## src/residual_ov_pkg.sv

```systemverilog
// Purpose: Shared constants and types of the residual overvoltage trip block.
// Assumes: 100 MHz system clock; word-aligned register offsets on a plain port.
// Notes: Magnitudes are in percent of rated voltage with MAG_FRAC fraction bits.
`default_nettype none

package residual_ov_pkg;

  ////////////////////////////////////////////////////////////////////////////
  // Register offsets.
  localparam logic [7:0] OFS_CTRL = 8'h00;
  localparam logic [7:0] OFS_THRESHOLD = 8'h04;
  localparam logic [7:0] OFS_DELAY = 8'h08;
  localparam logic [7:0] OFS_STATE = 8'h0C;
  localparam logic [7:0] OFS_IRQ_STATUS = 8'h10;
  localparam logic [7:0] OFS_IRQ_MASK = 8'h14;

  // Control field positions.
  localparam int CTRL_OPER_BIT = 0;
  localparam int CTRL_START_ONLY_BIT = 1;

  // Interrupt event positions.
  localparam int IRQ_START_BIT = 0;
  localparam int IRQ_TRIP_BIT = 1;
  localparam int IRQ_W = 2;

  ////////////////////////////////////////////////////////////////////////////
  // Setting ranges and values after reset.
  localparam int THR_W = 7;
  localparam logic [THR_W-1:0] THR_MIN = 7'h02;
  localparam logic [THR_W-1:0] THR_MAX = 7'h3C;
  localparam logic [THR_W-1:0] THR_RESET = 7'h1E;
  localparam int DELAY_W = 16;
  localparam logic [DELAY_W-1:0] DELAY_MAX = 16'hEA60;
  localparam logic [DELAY_W-1:0] DELAY_RESET = 16'h0064;
  localparam logic [IRQ_W-1:0] IRQ_MASK_RESET = 2'h0;
  localparam int MAG_FRAC = 8;

  ////////////////////////////////////////////////////////////////////////////
  // Timing: one millisecond tick derived from the clock period.
  localparam int CLK_PERIOD_NS = 10;
  localparam int MS_PERIOD_NS = 1000000;
  localparam int MS_CYCLES = MS_PERIOD_NS / CLK_PERIOD_NS;

  ////////////////////////////////////////////////////////////////////////////
  // Types.
  typedef enum logic
  {
    OPER_OFF = 1'b0,
    OPER_ON = 1'b1
  } oper_t;

  typedef struct packed
  {
    logic gen_trip;
    logic gen_start;
    logic trip_raw;
    logic start_raw;
  } ov_state_t;

  localparam ov_state_t STATE_RESET = 4'h0;

endpackage

`default_nettype wire

```

## src/residual_overvoltage_trip.sv

```systemverilog
// Purpose: Definite-time residual overvoltage start and trip with register access.
// Assumes: Inputs synchronous to i_clk; magnitude supplied upstream every cycle.
// Notes: Outputs are registered and follow the inputs by one clock edge.
//
// The address map and strobed register access were chosen for this implementation.
`default_nettype none

module residual_overvoltage_trip
  import residual_ov_pkg::*;
#(
  parameter int MAG_W = 16,
  parameter int CYC_PER_MS = MS_CYCLES
)
(
  input wire logic i_clk,
  input wire logic i_rst,
  input wire logic [7:0] i_addr,
  input wire logic [31:0] i_wdata,
  input wire logic i_we,
  input wire logic i_re,
  output logic [31:0] o_rdata,
  input wire logic [MAG_W-1:0] i_residual_voltage_magnitude,
  input wire logic i_residual_ov_block_in,
  output logic o_residual_ov_start_raw,
  output logic o_residual_ov_trip_raw,
  output logic o_residual_ov_general_start,
  output logic o_residual_ov_general_trip,
  output logic o_irq
);

  ////////////////////////////////////////////////////////////////////////////
  // Settings registers.
  oper_t oper_ff, nxt_oper;
  logic start_only_ff, nxt_start_only;
  logic [THR_W-1:0] thr_ff, nxt_thr;
  logic [DELAY_W-1:0] delay_ff, nxt_delay;
  logic [IRQ_W-1:0] irq_mask_ff, nxt_irq_mask;

  always_comb
  begin
    nxt_oper = oper_ff;
    nxt_start_only = start_only_ff;
    nxt_thr = thr_ff;
    nxt_delay = delay_ff;
    nxt_irq_mask = irq_mask_ff;
    if (i_we)
    begin
      unique case (i_addr)
        OFS_CTRL:
        begin
          nxt_oper = oper_t'(i_wdata[CTRL_OPER_BIT]);
          nxt_start_only = i_wdata[CTRL_START_ONLY_BIT];
        end
        OFS_THRESHOLD:
        begin
          // Out-of-range writes saturate to the nearest legal setting.
          if (i_wdata < 32'(THR_MIN))
            nxt_thr = THR_MIN;
          else if (i_wdata > 32'(THR_MAX))
            nxt_thr = THR_MAX;
          else
            nxt_thr = i_wdata[THR_W-1:0];
        end
        OFS_DELAY:
        begin
          if (i_wdata > 32'(DELAY_MAX))
            nxt_delay = DELAY_MAX;
          else
            nxt_delay = i_wdata[DELAY_W-1:0];
        end
        OFS_IRQ_MASK: nxt_irq_mask = i_wdata[IRQ_W-1:0];
        default: ;
      endcase
    end
  end

  always_ff @(posedge i_clk or posedge i_rst)
  begin
    if (i_rst)
    begin
      oper_ff <= OPER_ON;
      start_only_ff <= 1'b0;
      thr_ff <= THR_RESET;
      delay_ff <= DELAY_RESET;
      irq_mask_ff <= IRQ_MASK_RESET;
    end
    else
    begin
      oper_ff <= nxt_oper;
      start_only_ff <= nxt_start_only;
      thr_ff <= nxt_thr;
      delay_ff <= nxt_delay;
      irq_mask_ff <= nxt_irq_mask;
    end
  end

  ////////////////////////////////////////////////////////////////////////////
  // Characteristic: threshold compare and definite-time counting.
  localparam int PRE_W = $clog2(CYC_PER_MS + 1);
  localparam logic [PRE_W-1:0] PRE_LAST = PRE_W'(CYC_PER_MS - 1);

  logic above;
  logic cond;
  logic [PRE_W-1:0] pre_ff, nxt_pre;
  logic [DELAY_W-1:0] ms_cnt_ff, nxt_ms_cnt;
  ov_state_t state_ff, nxt_state;

  // Only the residual magnitude is compared, against the threshold shifted up by MAG_FRAC fraction bits.
  assign above = {1'b0, i_residual_voltage_magnitude} >
    {1'b0, (MAG_W)'({thr_ff, {MAG_FRAC{1'b0}}})};
  assign cond = (oper_ff == OPER_ON) && above;

  always_comb
  begin
    nxt_pre = '0;
    nxt_ms_cnt = '0;
    if (cond)
    begin
      nxt_ms_cnt = ms_cnt_ff;
      if (ms_cnt_ff < delay_ff)
      begin
        if (pre_ff == PRE_LAST)
          nxt_ms_cnt = ms_cnt_ff + 16'h0001;
        else
          nxt_pre = pre_ff + PRE_W'(1);
      end
    end
    nxt_state.start_raw = cond;
    nxt_state.trip_raw = cond && (nxt_ms_cnt >= delay_ff);
    nxt_state.gen_start = nxt_state.start_raw && !i_residual_ov_block_in;
    nxt_state.gen_trip = nxt_state.trip_raw && !i_residual_ov_block_in &&
      !start_only_ff;
  end

  always_ff @(posedge i_clk or posedge i_rst)
  begin
    if (i_rst)
    begin
      pre_ff <= '0;
      ms_cnt_ff <= '0;
      state_ff <= STATE_RESET;
    end
    else
    begin
      pre_ff <= nxt_pre;
      ms_cnt_ff <= nxt_ms_cnt;
      state_ff <= nxt_state;
    end
  end

  assign o_residual_ov_start_raw = state_ff.start_raw;
  assign o_residual_ov_trip_raw = state_ff.trip_raw;
  assign o_residual_ov_general_start = state_ff.gen_start;
  assign o_residual_ov_general_trip = state_ff.gen_trip;

  ////////////////////////////////////////////////////////////////////////////
  // Interrupts: rising general start and trip set sticky bits, write one clears.
  logic [IRQ_W-1:0] irq_st_ff, nxt_irq_st;
  logic [IRQ_W-1:0] irq_evt;
  logic irq_ff, nxt_irq;

  assign irq_evt[IRQ_START_BIT] = nxt_state.gen_start && !state_ff.gen_start;
  assign irq_evt[IRQ_TRIP_BIT] = nxt_state.gen_trip && !state_ff.gen_trip;

  always_comb
  begin
    nxt_irq_st = irq_st_ff;
    if (i_we && (i_addr == OFS_IRQ_STATUS))
      nxt_irq_st = irq_st_ff & ~i_wdata[IRQ_W-1:0];
    // A new event wins over a clear in the same cycle.
    nxt_irq_st = nxt_irq_st | irq_evt;
    nxt_irq = |(nxt_irq_st & nxt_irq_mask);
  end

  always_ff @(posedge i_clk or posedge i_rst)
  begin
    if (i_rst)
    begin
      irq_st_ff <= '0;
      irq_ff <= 1'b0;
    end
    else
    begin
      irq_st_ff <= nxt_irq_st;
      irq_ff <= nxt_irq;
    end
  end

  assign o_irq = irq_ff;

  ////////////////////////////////////////////////////////////////////////////
  // Read port: data stand in the cycle after the read strobe only.
  logic [31:0] rdata_ff, nxt_rdata;

  always_comb
  begin
    nxt_rdata = '0;
    if (i_re)
    begin
      unique case (i_addr)
        OFS_CTRL:
        begin
          nxt_rdata[CTRL_OPER_BIT] = oper_ff;
          nxt_rdata[CTRL_START_ONLY_BIT] = start_only_ff;
        end
        OFS_THRESHOLD: nxt_rdata[THR_W-1:0] = thr_ff;
        OFS_DELAY: nxt_rdata[DELAY_W-1:0] = delay_ff;
        OFS_STATE: nxt_rdata[3:0] = state_ff;
        OFS_IRQ_STATUS: nxt_rdata[IRQ_W-1:0] = irq_st_ff;
        OFS_IRQ_MASK: nxt_rdata[IRQ_W-1:0] = irq_mask_ff;
        default: nxt_rdata = '0;
      endcase
    end
  end

  always_ff @(posedge i_clk or posedge i_rst)
  begin
    if (i_rst)
      rdata_ff <= '0;
    else
      rdata_ff <= nxt_rdata;
  end

  assign o_rdata = rdata_ff;
endmodule

`default_nettype wire

```

## config.mk

```make
export PLATFORM = sky130hd
export DESIGN_NAME = residual_overvoltage_trip
export DESIGN_NICKNAME = d
export VERILOG_FILES = /design/src/residual_ov_pkg.sv /design/src/residual_overvoltage_trip.sv
export SDC_FILE = /design/constraint.sdc
export NUM_CORES = 1
export LEC_CHECK = 0
export BUFFER_PORTS_ARGS = -buffer_cell sky130_fd_sc_hd__buf_2
export CORE_ASPECT_RATIO = 0.6
export CORE_MARGIN = 3
export CORE_UTILIZATION = 55
export DETAILED_ROUTE_END_ITERATION = 8
export GPL_ROUTABILITY_DRIVEN = 0
export GPL_TIMING_DRIVEN = 0
export HOLD_SLACK_MARGIN = 0.12
export PLACE_DENSITY = 0.83
export SYNTH_ARGS = -nofsm -noshare
export SYNTH_HDL_FRONTEND = slang
export SYNTH_SLANG_ARGS = --single-unit
```

## constraint.sdc

```tcl
create_clock -name i_clk -period 5.2 [get_ports i_clk]
set_clock_uncertainty 0.2 [all_clocks]
set_input_delay 1.04 -clock i_clk [delete_from_list [all_inputs] [get_ports i_clk]]
set_output_delay 1.04 -clock i_clk [all_outputs]
set_load 0.05 [all_outputs]
```

# ---- Yosys cells after proc, flatten, opt, wreduce, memory -nomap -nowiden
# Cells that the tools add are included.
# W data, S select, Z words.
dict set report classes {
  n_addsub 2
  order_cmp 6
  n_eq_ne 6
  mux 17
  bitwise 4
  reduce_logical 17
}
# cell n
set ops {}
lappend ops {{$mux W16} 5}
lappend ops {{$mux W17} 3}
lappend ops {{$gt A32 B16 Y1 const B} 1}
lappend ops {{$gt A32 B6 Y1 const B} 1}
lappend ops {{$lt A32 B2 Y1 const B} 1}
lappend ops {{$add A17 B1 Y17 const B} 1}
lappend ops {{$eq A17 B17 Y1 const B} 1}
lappend ops {{$add A16 B1 Y16 const B} 1}
lappend ops {{$eq A8 B4 Y1 const B} 2}
lappend ops {{$eq A8 B5 Y1 const B} 2}
lappend ops {{$ge A16 B16 Y1} 1}
lappend ops {{$gt A16 B15 Y1} 1}
lappend ops {{$lt A16 B16 Y1} 1}
lappend ops {{$mux W7} 2}
lappend ops {{$pmux W2 S6} 1}
lappend ops {{$mux W9} 1}
lappend ops {{$eq A8 B3 Y1 const B} 1}
lappend ops {{$logic_and A1 B1 Y1} 8}
lappend ops {{$logic_not A8 Y1} 1}
lappend ops {{$mux W2} 3}
lappend ops {{$pmux W2 S3} 1}
lappend ops {{$pmux W3 S2} 1}
lappend ops {{$reduce_and A2 Y1} 3}
lappend ops {{$and A2 B2 Y2} 2}
lappend ops {{other kinds (4)} 7}
dict set report totals {
  ff_bits 99
  in_bits 61
  output_inout_bits 37
  elab_cells 66
}

# ---- Depth between registers and ports, before layout
# Gate-level depths: netlist (run 1).
dict set report depth {
  depth_word 12
  ltp_mapped 17
  mapped_depth_nobuf 15
}

# ---- Least setup slack after synthesis (run 1)
# No wires, ideal clock.
dict set report synth_timing {
  path_kind {input -> register}
  start {input port i_residual_voltage_magnitude[9]}
  end {register irq_ff (netlist: o_irq)}
  setup_ns 0.116
  arrival_time_ns 4.091
  required_ns 4.884
  setup_slack_ns 0.793
  stages 14
  path_buffers 2
  cell_sequence {ha_1 > nor4b_1 > nand4b_1 > o31ai_1 > or2_2 > clkbuf_1 > clkbuf_1 > a21oi_1 > ha_1 > nand4_1 > or4_1 > a221oi_1 > o21ai_1 > o311ai_0}
}
dict set report synth_via {
  elab_chain_len 11
}
# item line_no
set synth_rtl {}
lappend synth_rtl {{start: declaration} residual_overvoltage_trip.sv:22} ;# input wire logic [MAG_W-1:0] i_residual_voltage_magnitude,
lappend synth_rtl {{$gt A16 B15 Y1} residual_overvoltage_trip.sv:109} ;# assign above = {1'b0, i_residual_voltage_magnitude} >
lappend synth_rtl {{$logic_and A1 B1 Y1} residual_overvoltage_trip.sv:111} ;# assign cond = (oper_ff == OPER_ON) && above;
lappend synth_rtl {{$mux W16} residual_overvoltage_trip.sv:117} ;# if (cond)
lappend synth_rtl {{via nxt_ms_cnt[13]} residual_overvoltage_trip.sv:105} ;# logic [DELAY_W-1:0] ms_cnt_ff, nxt_ms_cnt;
lappend synth_rtl {{$ge A16 B16 Y1} residual_overvoltage_trip.sv:129} ;# nxt_state.trip_raw = cond && (nxt_ms_cnt >= delay_ff);
lappend synth_rtl {{$logic_and A1 B1 Y1} residual_overvoltage_trip.sv:129}
lappend synth_rtl {{$logic_and A1 B1 Y1 (2 in series)} residual_overvoltage_trip.sv:131} ;# nxt_state.gen_trip = nxt_state.trip_raw && !i_residual_ov_block_in &&
lappend synth_rtl {{$logic_and A1 B1 Y1} residual_overvoltage_trip.sv:163} ;# assign irq_evt[IRQ_TRIP_BIT] = nxt_state.gen_trip && !state_ff.gen_trip;
lappend synth_rtl {{$or A2 B2 Y2} residual_overvoltage_trip.sv:171} ;# nxt_irq_st = nxt_irq_st | irq_evt;
lappend synth_rtl {{$and A2 B2 Y2} residual_overvoltage_trip.sv:172} ;# nxt_irq = |(nxt_irq_st & nxt_irq_mask);
lappend synth_rtl {{$reduce_or A2 Y1} residual_overvoltage_trip.sv:172}
lappend synth_rtl {{via nxt_irq} residual_overvoltage_trip.sv:160} ;# logic irq_ff, nxt_irq;
lappend synth_rtl {{end signal: assignment} residual_overvoltage_trip.sv:185} ;# irq_ff <= nxt_irq;
lappend synth_rtl {{end: declaration} residual_overvoltage_trip.sv:160}
# The timed path passes the listed nets, and every way through them passes these cells.
# A chain may end at the register's enable or synchronous reset.

# ---- Worst setup path after layout (run 1)
dict set report layout_timing {
  start {register delay_ff[6]}
  end {register irq_ff (netlist: o_irq)}
}
dict set report layout_via {
  elab_chain_len 11
}
# item line_no
set layout_rtl {}
lappend layout_rtl {{start: declaration} residual_overvoltage_trip.sv:36} ;# logic [DELAY_W-1:0] delay_ff, nxt_delay;
lappend layout_rtl {{start signal: assignment} residual_overvoltage_trip.sv:92} ;# delay_ff <= nxt_delay;
lappend layout_rtl {{$lt A16 B16 Y1} residual_overvoltage_trip.sv:120} ;# if (ms_cnt_ff < delay_ff)
lappend layout_rtl {{$mux W16} residual_overvoltage_trip.sv:120}
lappend layout_rtl {{$mux W16} residual_overvoltage_trip.sv:117}
lappend layout_rtl {{via nxt_ms_cnt[13]} residual_overvoltage_trip.sv:105}
lappend layout_rtl {{$ge A16 B16 Y1} residual_overvoltage_trip.sv:129}
lappend layout_rtl {{$logic_and A1 B1 Y1} residual_overvoltage_trip.sv:129}
lappend layout_rtl {{$logic_and A1 B1 Y1 (2 in series)} residual_overvoltage_trip.sv:131}
lappend layout_rtl {{$logic_and A1 B1 Y1} residual_overvoltage_trip.sv:163}
lappend layout_rtl {{$or A2 B2 Y2} residual_overvoltage_trip.sv:171}
lappend layout_rtl {{$and A2 B2 Y2} residual_overvoltage_trip.sv:172}
lappend layout_rtl {{$reduce_or A2 Y1} residual_overvoltage_trip.sv:172}
lappend layout_rtl {{via nxt_irq} residual_overvoltage_trip.sv:160}
# The timed path passes the listed nets, and every way through them passes these cells.

==> run_results.csv, run 1 <==
group,metric,value,unit
clock_tree,post_cts_buffers,0,
finish,n_antenna_cell,0,
worst_setup_path,regToRegEndpoint,"o_irq",
floorplanning,die_area,10100,um^2
worst_setup_path,crit_slowest_cell,"or4_1",
sta,fin_crit_sh,0.951,
global_route,track_usage,0.269,
finish,nets,721,
synthesis,synth_top_family_by_area,"simple AND/OR/NAND/NOR gates",
power,power.density,248,nW/um^2
synthesis,synth-xor-area-share,0.0303,
finish,drive_gt1_frac,0.219,
worst_setup_path,crit_path_start,"delay_ff[6]",
clock_tree,cts_root_buffer,"clkbuf_16",
worst_hold_path,hold_start,"pre_ff[0]",
run_status,outcome,"completed",
synthesis,synth_seq_area_share,0.425,
synthesis,syn_area_per_cell,9.52,um^2
global_route,grt_first_pass_wirelength,21700,um
detailed_routing,vias,4465,
floorplanning,die_y,79.2,um
worst_setup_path,crit_required,5.23,ns
synthesis,yosys.area_share.simple,0.200,
finish,multiInputGateArea,2540,um^2
worst_hold_path,whs_path_depth,1,
power,irDropWorstVdd,0.000152,V
synthesis,yosysTopAreaCell,"dfrtp_1",
worst_hold_path,min_to,"pre_ff[0]",
detailed_routing,firstDrtPassIters,5,
synthesis,netlist_top_cells_area,"dfrtp_1, ha_1, dfstp_2",
synthesis,ys.flop_type,"dfrtp_1",
clock_tree,clock_path_buffers,2,
clock_tree,cts_num_sinks,83,
sta,drv_slew,0,
worst_setup_path,slowest_delay,0.62,ns
synthesis,async_flop_share,1.00,
clock_tree,clk_pin_slew,0.06,ns
worst_setup_path,r2r_slack,0.25,ns
synthesis,synth_area,4910,um^2
synthesis,synth.top_cell.area_share,0.382,
sta,fin_hold_ws,0.278,ns
synthesis,synth_fa_ha_area_frac,0.102,
synthesis,ys_ff_latch,83,
sta,clock.fmax,202,MHz
worst_setup_path,critPathKind,"reg -> reg",
sta,finalSetupViolCount,0,
floorplanning,rows,26,
detailed_routing,vias_per_cell,6.06,
worst_setup_path,arrival,4.97,ns
worst_setup_path,reg2regPathDepth,15,
place,port_buffers,78,
power,p_leak,2.81,nW
worst_hold_path,hold_class,"reg -> reg",
synthesis,muxShareOfSynthArea,0.0148,
detailed_routing,wl,13000,um
global_route,grt_max_degree,60,
finish,fillerInstances,658,
finish,area_delta_synth_final,18.8,%
clock_tree,worstSkewPairLatency,0.35,ns
clock_tree,cts-buffers-inserted,9,
floorplanning,start_util,0.572,
worst_setup_path,end_kind,"flop",
synthesis,synth_compound_area_frac,0.157,
synthesis,synth.distinct_cells,58,
worst_setup_path,r2r_start,"delay_ff[6]",
detailed_routing,ant_nets,0,
detailed_routing,wl_per_cell,17.6,um
place,place_inst,722,
global_route,antenna_found_initial,0,
worst_setup_path,startpoint_type,"flop",
synthesis,yosysWarningCount,0,
sta,finalHoldViolations,0,
floorplanning,core-area,8590,um^2
clock_tree,htree_levels,3,
worst_setup_path,critPathMaxFanout,10,
finish,finalNonFillerCells,737,
synthesis,syn_inst,516,
floorplanning,die_w,128,um
floorplanning,io_pins,98,
run,max_cap_viol_count,0,
clock_tree,cts_tree,"built",
sta,worst_pin_slew,0.935,ns
place,dp_hpwl,10200,um
detailed_routing,initialDrtViolationCount,461,
sta,period_needed,4.95,ns
detailed_routing,drcViolationCount,0,
finish,register_area,2090,um^2
global_route,grt_pass1_vias,4400,
sta,rsz0062_at_grt,"false",
global_route,grt_remaining_overflow,0,
synthesis,synth-edff-count,0,
worst_setup_path,crit_chain,"inv_1, ha_1, a21o_1, a211oi_1, o21ai_2, a311o_1, buf_6, or4_1, a21oi_1, ha_1, nand4_1, or4_1, a221oi_1, o21ai_1, o311ai_2",
sta,slew_headroom,0.372,
[registers in the layout (all words and copies together), names as in the netlist]
| signal | flops |
|---|---|
| o_residual_ov_start_raw | 1 |
| o_irq | 1 |
| thr_ff | 7 |
| o_residual_ov_general_trip | 1 |
| irq_st_ff | 2 |
| start_only_ff | 1 |
| o_residual_ov_trip_raw | 1 |
| pre_ff | 17 |
| delay_ff | 16 |
| irq_mask_ff | 2 |
| ms_cnt_ff | 16 |
| oper_ff | 1 |
| o_residual_ov_general_start | 1 |
| o_rdata | 16 |
[worst max-delay path by stage]
stage,depth (start not counted),slack [ns],end
after CTS,15,0.11,o_irq
final,15,0.25,o_irq
after global placement,15,-0.25,o_irq
after floorplan,14,0.79,o_irq
after global routing,16,0.05,o_irq
after detailed placement,15,-0.39,o_irq
[routing by layer]
metal,up-vias,global-route usage,wire length [um]
met1,2153,0.387,5870
met2,229,0.396,5690
met4,0,0.0847,221
met3,28,0.0692,1210
li1,2055,-,-
met5,-,0,0
[cells in the final DEF, fill, tap and decap left out, types with 6 or more instances in the layout]
| cell type | n |
|---|---|
| buf_2 | 81 |
| dfrtp_1 | 75 |
| nor2_1 | 40 |
| ha_1 | 40 |
| inv_1 | 39 |
| a21oi_1 | 29 |
| nand2_1 | 28 |
| o21ai_0 | 24 |
| nand3_1 | 23 |
| and3_1 | 22 |
| buf_4 | 17 |
| conb_1 | 16 |
| a22oi_1 | 11 |
| nor3_1 | 10 |
| nor4_1 | 10 |
| nand4_1 | 10 |
| or3_1 | 10 |
| xnor2_1 | 9 |
| clkbuf_16 | 9 |
| clkbuf_1 | 8 |
| a22o_1 | 8 |
| xor2_1 | 8 |
| dfstp_2 | 8 |
| and2_1 | 7 |
| o21a_1 | 6 |
[cells by family (layout without fill, tap and decap cells)]
group,after synthesis,count (layout)
AND/OR/NAND/NOR,184,184
AO/OA/AOI/OAI,113,113
flip-flops,83,83
buffers and inverters,71,165
adder cells (fa/ha/maj),40,40
XOR/XNOR,17,17
multiplexers,7,7
other,1,16
[synth_stat cells, types with 3 or more instances]
cell type	count
nor3_1	10
xor2_1	8
nor2b_1	3
nand2b_1	3
o22a_1	4
a22o_1	8
xnor2_1	9
ha_1	40
dfstp_2	8
and2_1	7
a211oi_1	5
o31ai_1	5
o21ai_0	24
nor4_1	10
or3_1	10
nand2_1	28
inv_1	40
or4_1	5
nand3_1	23
a22oi_1	11
nand4_1	10
a21oi_1	29
o21a_1	6
a221oi_1	3
buf_4	17
and3_1	22
mux2i_1	5
dfrtp_1	75
nor2_1	40
clkbuf_1	10
[cell type report]
| class | instances | share of cell area |
|---|---|---|
| multi-input combinational | 377 | 0.436 |
| clock buffer | 9 | 0.0386 |
| buffer | 30 | 0.0334 |
| sequential | 83 | 0.357 |
| timing repair buffer | 79 | 0.0716 |
| tap | 112 | 0.0240 |
| inverter | 40 | 0.0261 |
| clock inverter | 7 | 0.0131 |
[where the power goes]
part           internal [mW]  switching, mW  leakage [nW]
Clock                  0.375          0.272         0.142
Sequential             0.658        0.00676          1.10
Combinational         0.0468         0.0889          1.57
[worst max-delay path, delay by kind of cell (launching register included)]
family	cells	cell delay, ns
AOI/OAI and AO/OA	8	2.07
and+or+nand+nor	3	1.25
DFF	1	0.53
adders and majority gates	2	0.53
buffers and inverters	2	0.22
[metrics by stage]
| step | util | TNS (ns) | setup slack [ns] | power (mW) | cell area, um^2 |
|---|---|---|---|---|---|
| 2_1_floorplan | - | 0 | 0.793 | 0.760 | 4970 |
| 3_3_place_gp | 0.641 | -0.254 | -0.254 | 0.802 | 5500 |
| 3_5_place_dp | 0.644 | -0.456 | -0.389 | 0.809 | 5530 |
| 4_1_cts | 0.679 | 0 | 0.114 | 1.46 | 5830 |
| 5_1_grt | 0.680 | 0 | 0.0487 | 1.49 | 5840 |
| 6_report | 0.680 | 0 | 0.255 | 1.45 | 5840 |
[timing repair]
| item | CTS | global route |
|---|---|---|
| resized for setup | 1 | 3 |
| gates cloned | 0 | 0 |
| setup endpoints to repair | 1 | 1 |
| hold buffers | 0 | 0 |
No activity file was read; power rests on OpenSTA's default activity.
==> inputs of run 2 (changes only) <==
- CORE_UTILIZATION: 55 -> 51
- PLACE_DENSITY: 0.83 -> 0.78
- REMOVE_ABC_BUFFERS: unset -> 1
==> run 2 against run 1 <==
Register-to-register slack worse by 0.03 ns. Cell count down 1.1%. Die area is 7.4% higher. Sequential cell count unchanged. Routed wire length decreased by 1.7%. Critical path depth decreased by 1. Global-route usage fell by 2.3 points. Worst setup slack worse by 0.028 ns. Critical path type unchanged.
==> run_results.csv, run 2 (synthesis gave the netlist of run 1 again) <==
group,metric,value,unit
worst_setup_path,crit_slowest_cell,"or4_1",
power,irDropWorstVdd,0.000165,V
power,p_total,1.47,mW
global_route,antenna_found_initial,0,
detailed_routing,vias,4248,
finish,final_util,0.614,
global_route,track_usage,0.245,
global_route,grt_pass1_vias,4227,
finish,largest_reg_flops,17,
run,max_cap_viol_count,0,
detailed_routing,drcViolationCount,0,
floorplanning,core-area,9290,um^2
finish,finalNonFillerCells,729,
worst_setup_path,slowest_delay,0.62,ns
detailed_routing,wl_met1,5640,um
sta,rsz0062_at_grt,"false",
global_route,grt_max_degree,63,
sta,drv_slew,0,
clock_tree,worstSkewPairLatency,0.35,ns
sta,clock.fmax,201,MHz
finish,nets,695,
finish,area_delta_synth_final,16.1,%
sta,finalSetupViolCount,0,
power,p_leak,2.72,nW
sta,finalHoldViolations,0,
worst_setup_path,arrival,4.99,ns
finish,n_antenna_cell,0,
sta,period_needed,4.97,ns
floorplanning,die_w,133,um
detailed_routing,firstDrtPassIters,5,
detailed_routing,wl,12800,um
finish,final_cell_mix,"buf_2, dfrtp_1, nor2_1, ha_1, inv_1",
sta,slew_headroom,0.422,
worst_setup_path,critPathKind,"reg -> reg",
floorplanning,rows,27,
detailed_routing,initialDrtViolationCount,341,
clock_tree,cts_root_buffer,"clkbuf_16",
global_route,grt_first_pass_wirelength,20900,um
detailed_routing,wl_met3,1300,um
worst_hold_path,hold_class,"reg -> reg",
floorplanning,die_y,82.0,um
run_status,outcome,"completed",
floorplanning,io_pins,98,
sta,fin_crit_sh,0.956,
finish,fin_area,5710,um^2
place,placed_area,5370,um^2
detailed_routing,dr_wl_met2,5670,um
worst_setup_path,startpoint_type,"flop",
detailed_routing,highest_layer,"met4",
place,place_inst,712,
detailed_routing,ant_nets,0,
power,power.density,257,nW/um^2
detailed_routing,wl_per_cell,17.5,um
floorplanning,start_util,0.529,
worst_setup_path,end_kind,"flop",
sta,worst_pin_slew,0.860,ns
clock_tree,htree_levels,3,
detailed_routing,vias_per_cell,5.83,
worst_setup_path,crit_chain,"inv_1, ha_1, a211oi_1, o211ai_1, a221o_1, a311o_2, or4_1, a21oi_1, ha_1, nand4_1, or4_1, a221oi_1, o21ai_1, o311ai_2",
clock_tree,cts_tree,"built",
clock_tree,clock_path_buffers,2,
place,dp_hpwl,9760,um
worst_setup_path,critPathMaxFanout,14,
finish,top_register,"pre_ff",
floorplanning,die_area,10900,um^2
clock_tree,cts-buffers-inserted,9,
clock_tree,post_cts_buffers,0,
clock_tree,clk_pin_slew,0.06,ns
finish,drive_gt1_frac,0.199,
clock_tree,cts_num_sinks,83,
clock_tree,hold_buffers,0,
finish,layout_commonest_cell,"buf_2",
sta,fin_hold_ws,0.300,ns
global_route,grt_remaining_overflow,0,
place,port_buffers,81,
worst_setup_path,crit_required,5.21,ns
-- run 2: final timing paths --
check | start | to | depth (start not counted) | slack, ns
max | delay_ff[11] | o_irq | 14 | 0.23
min | delay_ff[14] | o_rdata[14] | 1 | 0.30
max reg2reg | delay_ff[11] | o_irq | 14 | 0.23
min reg2reg | delay_ff[14] | o_rdata[14] | 1 | 0.30
max in group asynchronous | i_rst | delay_ff[6] | 3 | 3.70
min in group asynchronous | i_rst | ms_cnt_ff[13] | 2 | 0.45
-- run 2: layout make-up --
type	count	area [um^2]
Timing Repair Buffer	82	433
Multi-Input combinational cell	378	2550
Clock buffer	9	225
Clock inverter	7	90.1
Tap cell	130	163
Inverter	40	153
Sequential cell	83	2090
Fill cell	803	3580
-- run 2: per-stage QoR --
step	TNS [ns]	setup WS, ns
CTS	0	0.0934
finish	0	0.226
global route	0	0.0108
detailed placement	-0.219	-0.219
global placement	-0.124	-0.124
floorplan	0	0.827
-- run 2: worst max-delay path, delay by kind of cell, from the launching register on --
family                     cells  cell delay (ns)
AOI/OAI and AO/OA              8             2.35
buffers and inverters          1             0.13
adders and majority gates      2             0.45
DFF                            1             0.38
and+or+nand+nor                3             1.31
-- run 2: power by group --
part / leakage, nW / total (mW) / internal (mW) / switching (mW)
logic: 1.46 / 0.127 / 0.0387 / 0.0883
registers: 1.10 / 0.666 / 0.657 / 0.00824
clock network: 0.157 / 0.675 / 0.387 / 0.288
-- run 2: metal layers --
layer / vias to the layer above / GRT usage
met1: 2030 / 0.338
met4: 0 / 0.0695
met5: - / 0
met3: 17 / 0.0630
li1: 2004 / -
met2: 197 / 0.388
-- run 2: repair_timing --
action / CTS / global route
gates resized for setup: 2 / 1
gates cloned: 0 / 1
pin swaps: 0 / 1
setup endpoints to repair: 1 / 1
hold endpoints to repair: 0 / 0
